$ cat src/design/pw_policy_pkg.sv
// Constants for the pseudowire TDM defect policy block.
// Assumes a 40 MHz system clock and a 32-bit AXI4-Lite register bus.
package pw_policy_pkg;

  //////////////////////////////////////////////////////////////////////////////
  // Register byte offsets
  localparam logic [7:0] OFF_CTRL   = 8'h00;
  localparam logic [7:0] OFF_TOS    = 8'h04;
  localparam logic [7:0] OFF_PT     = 8'h08;
  localparam logic [7:0] OFF_TSREF  = 8'h0C;
  localparam logic [7:0] OFF_POLICY = 8'h10;
  localparam logic [7:0] OFF_IDLE   = 8'h14;
  localparam logic [7:0] OFF_LINE   = 8'h18;
  localparam logic [7:0] OFF_STATUS = 8'h1C;
  localparam logic [7:0] OFF_TSNOW  = 8'h20;

  //////////////////////////////////////////////////////////////////////////////
  // Reset values
  localparam logic [31:0] RST_CTRL   = 32'h0002_0000;
  localparam logic [31:0] RST_TOS    = 32'h0000_00B8;
  localparam logic [31:0] RST_PT     = 32'h0000_0000;
  localparam logic [31:0] RST_TSREF  = 32'h0001_0001;
  localparam logic [31:0] RST_POLICY = 32'h0100_0000;
  localparam logic [31:0] RST_IDLE   = 32'h0505_0FFF;
  localparam logic [31:0] RST_LINE   = 32'h0105_0101;

  //////////////////////////////////////////////////////////////////////////////
  // Field defaults and codes
  localparam logic [7:0] SRTP_ON      = 8'h01;
  localparam logic [7:0] LFLAG_USE    = 8'h01;
  localparam logic [7:0] SIG_IVL_DEF  = 8'h05;
  localparam logic [7:0] SIG_MAX_DEF  = 8'h05;
  localparam logic [7:0] LOPS_DEF     = 8'h01;
  localparam logic [7:0] LINE_MAX     = 8'h09;
  localparam logic [7:0] CODE_MAX     = 8'h07;
  localparam logic [7:0] LOOP_MAX     = 8'h06;
  localparam logic [7:0] LINE_DEF     = 8'h01;
  localparam logic [7:0] CODE_DEF     = 8'h05;
  localparam logic [7:0] LOOP_DEF     = 8'h01;
  localparam logic [1:0] MBITS_RDI    = 2'h1;
  localparam logic [1:0] RESP_OKAY    = 2'h0;
  localparam logic [1:0] RESP_SLVERR  = 2'h2;

  //////////////////////////////////////////////////////////////////////////////
  // Timing
  localparam int CLK_HZ      = 40_000_000;
  localparam int TS_PERIOD_NS = 125_000;
  localparam int MS_NS       = 1_000_000;
  localparam int TS_CYCLES   = TS_PERIOD_NS / (1_000_000_000 / CLK_HZ);
  localparam int MS_CYCLES   = MS_NS / (1_000_000_000 / CLK_HZ);
  localparam int MS_PER_S    = 1000;

  typedef enum logic [2:0] {ACT_PASS, ACT_IDLE, ACT_AIS, ACT_CHIDLE, ACT_RAI} tdm_action_e;

endpackage

$ cat src/design/pw_tdm_defect_policy.sv
// Pseudowire TDM policy: header values, receive checks, TDM playout choice,
// CAS signaling timing and line settings. Assumes receive and defect inputs
// come from logic on the same clock; registers sit on AXI4-Lite.
`timescale 1ns/10ps
module pw_tdm_defect_policy #(
  parameter int TS_TICK = pw_policy_pkg::TS_CYCLES,
  parameter int MS_TICK = pw_policy_pkg::MS_CYCLES
) (
  // Clock and reset
  input  wire logic        clock,
  input  wire logic        nrst,
  // AXI4-Lite slave
  input  wire logic [7:0]  awaddr,
  input  wire logic        awvalid,
  output logic             awready,
  input  wire logic [31:0] wdata,
  input  wire logic [3:0]  wstrb,
  input  wire logic        wvalid,
  output logic             wready,
  output logic [1:0]       bresp,
  output logic             bvalid,
  input  wire logic        bready,
  input  wire logic [7:0]  araddr,
  input  wire logic        arvalid,
  output logic             arready,
  output logic [31:0]      rdata,
  output logic [1:0]       rresp,
  output logic             rvalid,
  input  wire logic        rready,
  // Received packet header, one-cycle strobe
  input  wire logic        rxValid,
  input  wire logic        rxSignaling,
  input  wire logic        rxLFlag,
  input  wire logic        rxRFlag,
  input  wire logic [1:0]  rxMBits,
  input  wire logic [6:0]  rxPt,
  input  wire logic [31:0] rxTs,
  // Defect state
  input  wire logic        lopsActive,
  input  wire logic        tdmFail,
  input  wire logic        sigChange,
  input  wire logic [7:0]  sigState,
  // Transmit header values
  output logic [7:0]       txTos,
  output logic [7:0]       txSigTos,
  output logic [7:0]       txPt,
  output logic [7:0]       txSigPt,
  output logic [31:0]      txTimestamp,
  output logic             txLFlag,
  output logic             srtpEnable,
  // Receive verdict
  output logic             rxAccept,
  output logic             rxPayloadUse,
  output logic [31:0]      rxTsOffset,
  // TDM playout
  output logic [2:0]       tdmAction,
  output logic [7:0]       tdmFill,
  // CAS signaling stream
  output logic [7:0]       sigTxByte,
  output logic             sigSend,
  // Line settings
  output logic [7:0]       linePort,
  output logic [7:0]       lineType,
  output logic [7:0]       lineCoding,
  output logic [7:0]       lineLoop
);

  generate
    if (TS_TICK < 1 || MS_TICK < 1) begin : g_chk
      $error("Tick counts must be at least one cycle");
    end
  endgenerate

  //////////////////////////////////////////////////////////////////////////////
  // Register file
  logic [31:0] ctrl_r, tos_r, pt_r, tsref_r, policy_r, idle_r, line_r;
  logic [7:0]  awAddr_r;
  logic [31:0] wData_r;
  logic [3:0]  wStrb_r;
  logic        awHeld_r, wHeld_r;
  logic        rejected_r;
  logic        remoteSeen_r;

  function automatic logic [31:0] merge(input logic [31:0] old, input logic [31:0] d, input logic [3:0] s);
    logic [31:0] m;
    m = old;
    for (int i = 0; i < 4; i++) begin
      if (s[i]) begin
        m[i*8 +: 8] = d[i*8 +: 8];
      end
    end
    return m;
  endfunction

  function automatic logic mapped(input logic [7:0] a);
    return a == pw_policy_pkg::OFF_CTRL || a == pw_policy_pkg::OFF_TOS || a == pw_policy_pkg::OFF_PT
        || a == pw_policy_pkg::OFF_TSREF || a == pw_policy_pkg::OFF_POLICY || a == pw_policy_pkg::OFF_IDLE
        || a == pw_policy_pkg::OFF_LINE || a == pw_policy_pkg::OFF_STATUS || a == pw_policy_pkg::OFF_TSNOW;
  endfunction

  wire doWrite = awHeld_r && wHeld_r && !bvalid;

  always_ff @(posedge clock) begin
    if (!nrst) begin
      awready  <= 1'b1;
      wready   <= 1'b1;
      awHeld_r <= 1'b0;
      wHeld_r  <= 1'b0;
      awAddr_r <= 8'h00;
      wData_r  <= 32'h0000_0000;
      wStrb_r  <= 4'h0;
      bvalid   <= 1'b0;
      bresp    <= pw_policy_pkg::RESP_OKAY;
    end else begin
      if (awvalid && awready) begin
        awAddr_r <= awaddr;
        awHeld_r <= 1'b1;
        awready  <= 1'b0;
      end
      if (wvalid && wready) begin
        wData_r <= wdata;
        wStrb_r <= wstrb;
        wHeld_r <= 1'b1;
        wready  <= 1'b0;
      end
      if (doWrite) begin
        bvalid   <= 1'b1;
        bresp    <= mapped(awAddr_r) ? pw_policy_pkg::RESP_OKAY : pw_policy_pkg::RESP_SLVERR;
        awHeld_r <= 1'b0;
        wHeld_r  <= 1'b0;
      end
      if (bvalid && bready) begin
        bvalid  <= 1'b0;
        awready <= 1'b1;
        wready  <= 1'b1;
      end
    end
  end

  always_ff @(posedge clock) begin
    if (!nrst) begin
      ctrl_r   <= pw_policy_pkg::RST_CTRL;
      tos_r    <= pw_policy_pkg::RST_TOS;
      pt_r     <= pw_policy_pkg::RST_PT;
      tsref_r  <= pw_policy_pkg::RST_TSREF;
      policy_r <= pw_policy_pkg::RST_POLICY;
      idle_r   <= pw_policy_pkg::RST_IDLE;
      line_r   <= pw_policy_pkg::RST_LINE;
    end else if (doWrite) begin
      case (awAddr_r)
        pw_policy_pkg::OFF_CTRL:   ctrl_r   <= merge(ctrl_r, wData_r, wStrb_r);
        pw_policy_pkg::OFF_TOS:    tos_r    <= merge(tos_r, wData_r, wStrb_r);
        pw_policy_pkg::OFF_PT:     pt_r     <= merge(pt_r, wData_r, wStrb_r);
        pw_policy_pkg::OFF_TSREF:  tsref_r  <= merge(tsref_r, wData_r, wStrb_r);
        pw_policy_pkg::OFF_POLICY: policy_r <= merge(policy_r, wData_r, wStrb_r);
        pw_policy_pkg::OFF_IDLE:   idle_r   <= merge(idle_r, wData_r, wStrb_r);
        pw_policy_pkg::OFF_LINE:   line_r   <= merge(line_r, wData_r, wStrb_r);
        default: ;
      endcase
    end
  end

  // Read path; one answer outstanding at a time
  always_ff @(posedge clock) begin
    if (!nrst) begin
      arready <= 1'b1;
      rvalid  <= 1'b0;
      rdata   <= 32'h0000_0000;
      rresp   <= pw_policy_pkg::RESP_OKAY;
    end else if (arvalid && arready) begin
      arready <= 1'b0;
      rvalid  <= 1'b1;
      rresp   <= mapped(araddr) ? pw_policy_pkg::RESP_OKAY : pw_policy_pkg::RESP_SLVERR;
      case (araddr)
        pw_policy_pkg::OFF_CTRL:   rdata <= ctrl_r;
        pw_policy_pkg::OFF_TOS:    rdata <= tos_r;
        pw_policy_pkg::OFF_PT:     rdata <= pt_r;
        pw_policy_pkg::OFF_TSREF:  rdata <= tsref_r;
        pw_policy_pkg::OFF_POLICY: rdata <= policy_r;
        pw_policy_pkg::OFF_IDLE:   rdata <= idle_r;
        pw_policy_pkg::OFF_LINE:   rdata <= line_r;
        pw_policy_pkg::OFF_STATUS: rdata <= {21'h0, lopsActive, remoteSeen_r, rejected_r, tdmFail, tdmAction, 4'h0};
        pw_policy_pkg::OFF_TSNOW:  rdata <= txTimestamp;
        default:                   rdata <= 32'h0000_0000;
      endcase
    end else if (rvalid && rready) begin
      rvalid  <= 1'b0;
      arready <= 1'b1;
    end
  end

  //////////////////////////////////////////////////////////////////////////////
  // Field views with out-of-range values folded to defaults
  // Default on bad codes
  wire [7:0] lPol    = policy_r[7:0]   > 8'h02 ? 8'h00 : policy_r[7:0];
  wire [7:0] rPol    = policy_r[15:8]  > 8'h02 ? 8'h00 : policy_r[15:8];
  wire [7:0] mPol    = policy_r[23:16] > 8'h02 ? 8'h00 : policy_r[23:16];
  wire [7:0] lopsPol = (policy_r[31:24] == 8'h00 || policy_r[31:24] > 8'h03) ? pw_policy_pkg::LOPS_DEF
                       : policy_r[31:24];
  wire       lUse    = ctrl_r[7:0] == pw_policy_pkg::LFLAG_USE;
  wire       sepSig  = ctrl_r[16];
  wire       admDis  = ctrl_r[17];
  wire [7:0] sigIvl  = idle_r[23:16] == 8'h00 ? pw_policy_pkg::SIG_IVL_DEF : idle_r[23:16];
  wire [7:0] sigMax  = idle_r[31:24] == 8'h00 ? pw_policy_pkg::SIG_MAX_DEF : idle_r[31:24];

  //////////////////////////////////////////////////////////////////////////////
  // Transmit header values and line settings
  always_ff @(posedge clock) begin
    if (!nrst) begin
      txTos      <= pw_policy_pkg::RST_TOS[7:0];
      txSigTos   <= 8'h00;
      txPt       <= 8'h00;
      txSigPt    <= 8'h00;
      txLFlag    <= 1'b0;
      srtpEnable <= 1'b0;
      linePort   <= pw_policy_pkg::RST_LINE[7:0];
      lineType   <= pw_policy_pkg::LINE_DEF;
      lineCoding <= pw_policy_pkg::CODE_DEF;
      lineLoop   <= pw_policy_pkg::LOOP_DEF;
    end else begin
      txTos    <= tos_r[7:0];
      txSigTos <= tos_r[15:8];
      txPt     <= pt_r[7:0];
      txSigPt  <= pt_r[23:16];
      txLFlag  <= tdmFail;
      srtpEnable <= ctrl_r[15:8] == pw_policy_pkg::SRTP_ON;
      linePort <= line_r[7:0];
      lineType <= (line_r[15:8] == 8'h00 || line_r[15:8] > pw_policy_pkg::LINE_MAX)
                  ? pw_policy_pkg::LINE_DEF : line_r[15:8];
      lineCoding <= (line_r[23:16] == 8'h00 || line_r[23:16] > pw_policy_pkg::CODE_MAX)
                    ? pw_policy_pkg::CODE_DEF : line_r[23:16];
      lineLoop <= (line_r[31:24] == 8'h00 || line_r[31:24] > pw_policy_pkg::LOOP_MAX)
                  ? pw_policy_pkg::LOOP_DEF : line_r[31:24];
    end
  end

  //////////////////////////////////////////////////////////////////////////////
  // 125 us tick and timestamps
  logic [$clog2(TS_TICK+1)-1:0] tsDiv_r;
  logic        tsTick_r;
  logic [31:0] peerTs_r;

  always_ff @(posedge clock) begin
    if (!nrst) begin
      tsDiv_r  <= '0;
      tsTick_r <= 1'b0;
    end else begin
      tsTick_r <= tsDiv_r == $bits(tsDiv_r)'(TS_TICK - 1);
      tsDiv_r  <= tsDiv_r == $bits(tsDiv_r)'(TS_TICK - 1) ? '0 : tsDiv_r + 1'b1;
    end
  end

  always_ff @(posedge clock) begin
    if (!nrst) begin
      txTimestamp <= 32'h0000_0000;
      peerTs_r    <= 32'h0000_0000;
    end else if (tsTick_r) begin
      txTimestamp <= txTimestamp + {16'h0000, tsref_r[15:0]};
      peerTs_r    <= peerTs_r + {16'h0000, tsref_r[31:16]};
    end
  end

  //////////////////////////////////////////////////////////////////////////////
  // Receive checks
  wire [7:0] expPt  = rxSignaling ? pt_r[31:24] : pt_r[15:8];
  wire       ptBad  = expPt != 8'h00 && expPt != {1'b0, rxPt};

  always_ff @(posedge clock) begin
    if (!nrst) begin
      rxAccept     <= 1'b0;
      rxPayloadUse <= 1'b0;
      rxTsOffset   <= 32'h0000_0000;
      rejected_r   <= 1'b0;
    end else if (rxValid) begin
      // Data type check; signaling type check
      rxAccept     <= !ptBad;
      rejected_r   <= ptBad;
      // L flag payload keep or drop
      rxPayloadUse <= !ptBad && (!rxLFlag || lUse);
      rxTsOffset   <= rxTs - peerTs_r;
    end
  end

  //////////////////////////////////////////////////////////////////////////////
  // TDM playout choice; latest accepted data packet steers it
  pw_policy_pkg::tdm_action_e pktAct_r, act_nxt;

  always_ff @(posedge clock) begin
    if (!nrst) begin
      pktAct_r     <= pw_policy_pkg::ACT_PASS;
      remoteSeen_r <= 1'b0;
    end else if (rxValid && !rxSignaling && !ptBad) begin
      remoteSeen_r <= !rxLFlag && (rxRFlag || rxMBits == pw_policy_pkg::MBITS_RDI);
      if (rxLFlag) begin
        case (lPol)
          8'h01:   pktAct_r <= pw_policy_pkg::ACT_AIS;
          8'h02:   pktAct_r <= pw_policy_pkg::ACT_CHIDLE;
          default: pktAct_r <= pw_policy_pkg::ACT_IDLE;
        endcase
      end else if (rxMBits == pw_policy_pkg::MBITS_RDI) begin
        case (mPol)
          8'h01:   pktAct_r <= pw_policy_pkg::ACT_RAI;
          8'h02:   pktAct_r <= pw_policy_pkg::ACT_CHIDLE;
          default: pktAct_r <= pw_policy_pkg::ACT_PASS;
        endcase
      end else if (rxRFlag) begin
        case (rPol)
          8'h01:   pktAct_r <= pw_policy_pkg::ACT_RAI;
          8'h02:   pktAct_r <= pw_policy_pkg::ACT_CHIDLE;
          default: pktAct_r <= pw_policy_pkg::ACT_PASS;
        endcase
      end else begin
        pktAct_r <= pw_policy_pkg::ACT_PASS;
      end
    end
  end

  always_comb begin
    act_nxt = pktAct_r;
    if (admDis) begin
      act_nxt = pw_policy_pkg::ACT_IDLE;
    end else if (lopsActive) begin
      case (lopsPol)
        8'h02:   act_nxt = pw_policy_pkg::ACT_AIS;
        8'h03:   act_nxt = pw_policy_pkg::ACT_CHIDLE;
        default: act_nxt = pw_policy_pkg::ACT_IDLE;
      endcase
    end
  end

  always_ff @(posedge clock) begin
    if (!nrst) begin
      tdmAction <= 3'(pw_policy_pkg::ACT_PASS);
      tdmFill   <= pw_policy_pkg::RST_IDLE[7:0];
    end else begin
      tdmAction <= 3'(act_nxt);
      tdmFill   <= idle_r[7:0];
    end
  end

  //////////////////////////////////////////////////////////////////////////////
  // CAS signaling stream timing
  logic [$clog2(MS_TICK+1)-1:0] msDiv_r;
  logic       msTick_r;
  logic [7:0] ivlCnt_r;
  logic [9:0] msInS_r;
  logic [7:0] secCnt_r;

  always_ff @(posedge clock) begin
    if (!nrst) begin
      msDiv_r  <= '0;
      msTick_r <= 1'b0;
    end else begin
      msTick_r <= msDiv_r == $bits(msDiv_r)'(MS_TICK - 1);
      msDiv_r  <= msDiv_r == $bits(msDiv_r)'(MS_TICK - 1) ? '0 : msDiv_r + 1'b1;
    end
  end

  // Interval and refresh only run in separate-stream mode
  wire ivlHit = msTick_r && ivlCnt_r >= sigIvl - 8'h01;
  wire secHit = msTick_r && msInS_r == 10'(pw_policy_pkg::MS_PER_S - 1);
  wire refHit = secHit && secCnt_r >= sigMax - 8'h01;

  always_ff @(posedge clock) begin
    if (!nrst || !sepSig) begin
      ivlCnt_r <= 8'h00;
      msInS_r  <= 10'h000;
      secCnt_r <= 8'h00;
      sigSend  <= 1'b0;
    end else begin
      ivlCnt_r <= msTick_r ? (ivlHit ? 8'h00 : ivlCnt_r + 8'h01) : ivlCnt_r;
      msInS_r  <= sigChange ? 10'h000 : (msTick_r ? (secHit ? 10'h000 : msInS_r + 10'h001) : msInS_r);
      secCnt_r <= (sigChange || refHit) ? 8'h00 : (secHit ? secCnt_r + 8'h01 : secCnt_r);
      sigSend  <= ivlHit || (refHit && !sigChange) || sigChange;
    end
  end

  always_ff @(posedge clock) begin
    if (!nrst) begin
      sigTxByte <= pw_policy_pkg::RST_IDLE[15:8];
    end else begin
      sigTxByte <= tdmFail ? idle_r[15:8] : sigState;
    end
  end
endmodule

$ cat config.mk
export PLATFORM = sky130hd
export DESIGN_NAME = pw_tdm_defect_policy
export DESIGN_NICKNAME = d
export VERILOG_FILES = /design/src/design/pw_policy_pkg.sv /design/src/design/pw_tdm_defect_policy.sv
export SDC_FILE = /design/constraint.sdc
export NUM_CORES = 1
export LEC_CHECK = 0
export BUFFER_PORTS_ARGS = -buffer_cell sky130_fd_sc_hd__clkbuf_2
export CORE_ASPECT_RATIO = 2
export CORE_UTILIZATION = 40
export DETAILED_ROUTE_END_ITERATION = 12
export GPL_TIMING_DRIVEN = 0
export PLACE_DENSITY_LB_ADDON = 0.12
export SYNTH_ARGS = -nofsm -noshare
export SYNTH_HDL_FRONTEND = slang
export SYNTH_SLANG_ARGS = --single-unit
$ cat constraint.sdc
create_clock -name clock -period 3.9 [get_ports clock]
set_clock_uncertainty 0.2 [all_clocks]
set_input_delay 0.585 -clock clock [delete_from_list [all_inputs] [get_ports clock]]
set_output_delay 0.585 -clock clock [all_outputs]
set_load 0.02 [all_outputs]
==> impl_metrics.toml <==
[run_status]
status = "finished with violations"
failed_checks = "max-capacitance violations, max-slew violations, negative setup slack"

[synthesis]
yosys_warnings = 0
synth_area_um2 = 25500
synth.lib_cells_used.distinct = 83
async_reset_ff_share_pct = 0
seq_area_frac_synth_pct = 43.5
synth_top_area_share_pct = 43.5
synth_top_cell_by_area = "dfxtp_1"
avgSynthCellArea_um2 = 8.85
synth-seq-cells = 555
syn-instance-count = 2886
yosys-top-cells-area = "dfxtp_1, mux2i_1, nor2_1"
yosys_most_used_dff = "dfxtp_1"
synth-edff-count = 0

[floorplan]
rows = 130
initial_core_util_pct = 40.6
dieWidth_um = 181
dieArea_um2 = 64900
die_h_um = 359
num_io_pins = 308
core_area_um2 = 62900

[critical_path]
required_ns = 4.25
crit_path_top_delay_cell = "clkbuf_1"
start_kind = "primary input"
cp.arrival_ns = 4.26
setup.worst_path.class = "primary input to flip-flop"
endpoint_kind = "flip-flop"
cp_cell_sequence = "clkbuf_2 > nor4b_1 > clkbuf_1 > clkbuf_1 > a222oi_1 > o21ai_0 > o21ai_0 > a21oi_1"
path_max_fanout = 10
slowest_delay_ns = 1.05

[power_and_ir_drop]
p_per_area_nw_per_um2 = 409
vdd_drop_max_v = 0.000341
leakage_nw = 13.0

[drt]
routedWlPerCell_um = 27.4
via_per_inst = 5.73
num_vias = 23700
ant_nets = 0
drc = 0
drt_first_pass_iters = 6
drtIter0Drc = 1656
wl_mm = 113

[clocking]
ctsHtreeMaxLevel = 2
insertion_delay_ns = 0.63
cts_made_buffers = 52
clkTransAtPathRegs_ns = 0.07
cts_num_sinks = 555
clockRootBuffer = "clkbuf_16"
cts_buffer_depth = 3
cts_tree = "done"

[grt]
grt_overflow = 0
grt_pass1_wl_mm = 162
grt_max_degree = 16
track_usage_pct = 34.4
grt_pass1_vias = 23900
antenna_found_initial = 3

[final_layout]
fin_nets = 3504
layout_commonest_cell = "dfxtp_1"
postLayoutCoreUtil_pct = 48.2
syn_to_final_growth_pct = 18.9
layout_common_cells = "dfxtp_1, nor2_1, clkbuf_2"
drive_gt1_share_pct = 13.3

[timing]
finalCritPeriodShare_pct = 100
setup_ws_ns = -0.00527
hold_ws_ns = 0.00944
setup_violations = 1
relSlewSlack_pct = -1.79
max_freq_mhz = 256
min_period_ns = 3.91
hold_viol = 0
slew_viol_final = 11
tightest_slew_ns = 1.53

[placement]
io_buffers = 304
dpl.hpwl_mm = 89.4
dp_slack_ns = -0.397
gp_congestion = 1.01

[run]
maxCapViolCount = 1

[worst_hold_path]
min_path_type = "primary input to flip-flop"
critical path: cells and delay by family:
family | cells | cell delay [ns]
buffers and inverters | 3 | 1.94
AOI/OAI and AO/OA | 4 | 1.25
and+or+nand+nor | 1 | 0.47
area by class of cell:
cell class,instances,area (um2)
Antenna cell,2,5.00
Buffer,172,686
Clock buffer,73,1500
Clock inverter,18,335
Fill cell,6171,32600
Inverter,61,229
Multi-Input combinational cell,2113,13600
Sequential cell,555,11100
Tap cell,792,991
Timing Repair Buffer,345,1930
kinds of logic (layout without fill, tap and decap cells):
| family | count (synthesis) | in the layout | synth area share (%) |
|---|---|---|---|
| AOI/OAI and AO/OA | 537 | 537 | 14.3 |
| xor gates and xnor gates | 118 | 118 | 4.05 |
| adders and majority gates | 89 | 89 | 4.45 |
| buffers and inverters | 233 | 669 | 3.58 |
| DFF | 555 | 555 | 43.5 |
| muxes | 264 | 264 | 10.3 |
| other | 1 | 18 | 0.0147 |
| and+or+nand+nor | 1089 | 1089 | 19.8 |
final timing paths:
path                            cells after the start                           to  slack, ns                   startpoint
worst max-delay path                                8       rdata[30]$_SDFFE_PN0P_     -0.005                    araddr[3]
worst min-delay path                                3      wData_r[3]$_SDFFE_PN0P_      0.009                     wdata[3]
worst max register to register                     14     ivlCnt_r[7]$_SDFFE_PP0P_       0.22      idle_r[17]$_SDFFE_PN0P_
worst min register to register                      2  rxTsOffset[31]$_SDFFE_PN0P_       0.24  rxTsOffset[31]$_SDFFE_PN0P_
routing by layer:
layer	share of wire, %	vias up	global-route usage [%]
met5	0	-	0
met4	9.9	0	29.5
met3	5.3	374	4.96
met2	50	1013	62.1
met1	35	11300	34.3
li1	-	11000	-
timing repair:
item                                    in CTS  in global routing
endpoints found under the hold margin       39                  0
hold buffers                                39                  0
buffers inserted                             0                  1
resized for setup                            0                  1
endpoints found under the setup margin       0                  9
Yosys cell counts, types with 61 or more instances:
cell type    n
ha_1        86
nor2_1     396
a22oi_1     77
nand3_1    118
a21oi_1    164
mux2i_1    264
inv_1       61
xnor2_1     65
o21ai_0     82
dfxtp_1    555
nand2_1    276
clkbuf_1   138
flip-flops by register name, summed over array words and instances, names as in the netlist, 10 cells and up:
register,cells
line_r,32
pt_r,32
txTimestamp,32
msDiv_r,16
wData_r,32
peerTs_r,32
tsref_r,32
tsDiv_r,13
msInS_r,10
tos_r,32
policy_r,32
rdata,32
rxTsOffset,32
ctrl_r,32
idle_r,32
stage by stage:
stage	area, um2	cells	power [mW]	setup TNS, ns
6_report	30400	4131	12.4	-0.00527
3_5_place_dp	28100	3998	6.85	-13.84
3_3_place_gp	28100	3997	6.84	-14.26
4_1_cts	30400	4128	12.5	0
5_1_grt	30400	4130	12.8	-0.00269
2_1_floorplan	25600	2901	6.40	0
power by group:
group | total (mW) | switching (mW) | internal, mW
Combinational | 0.971 | 0.690 | 0.280
Clock | 5.66 | 2.38 | 3.27
Sequential | 5.79 | 0.0460 | 5.75
No activity file was read; power rests on OpenSTA's default activity.
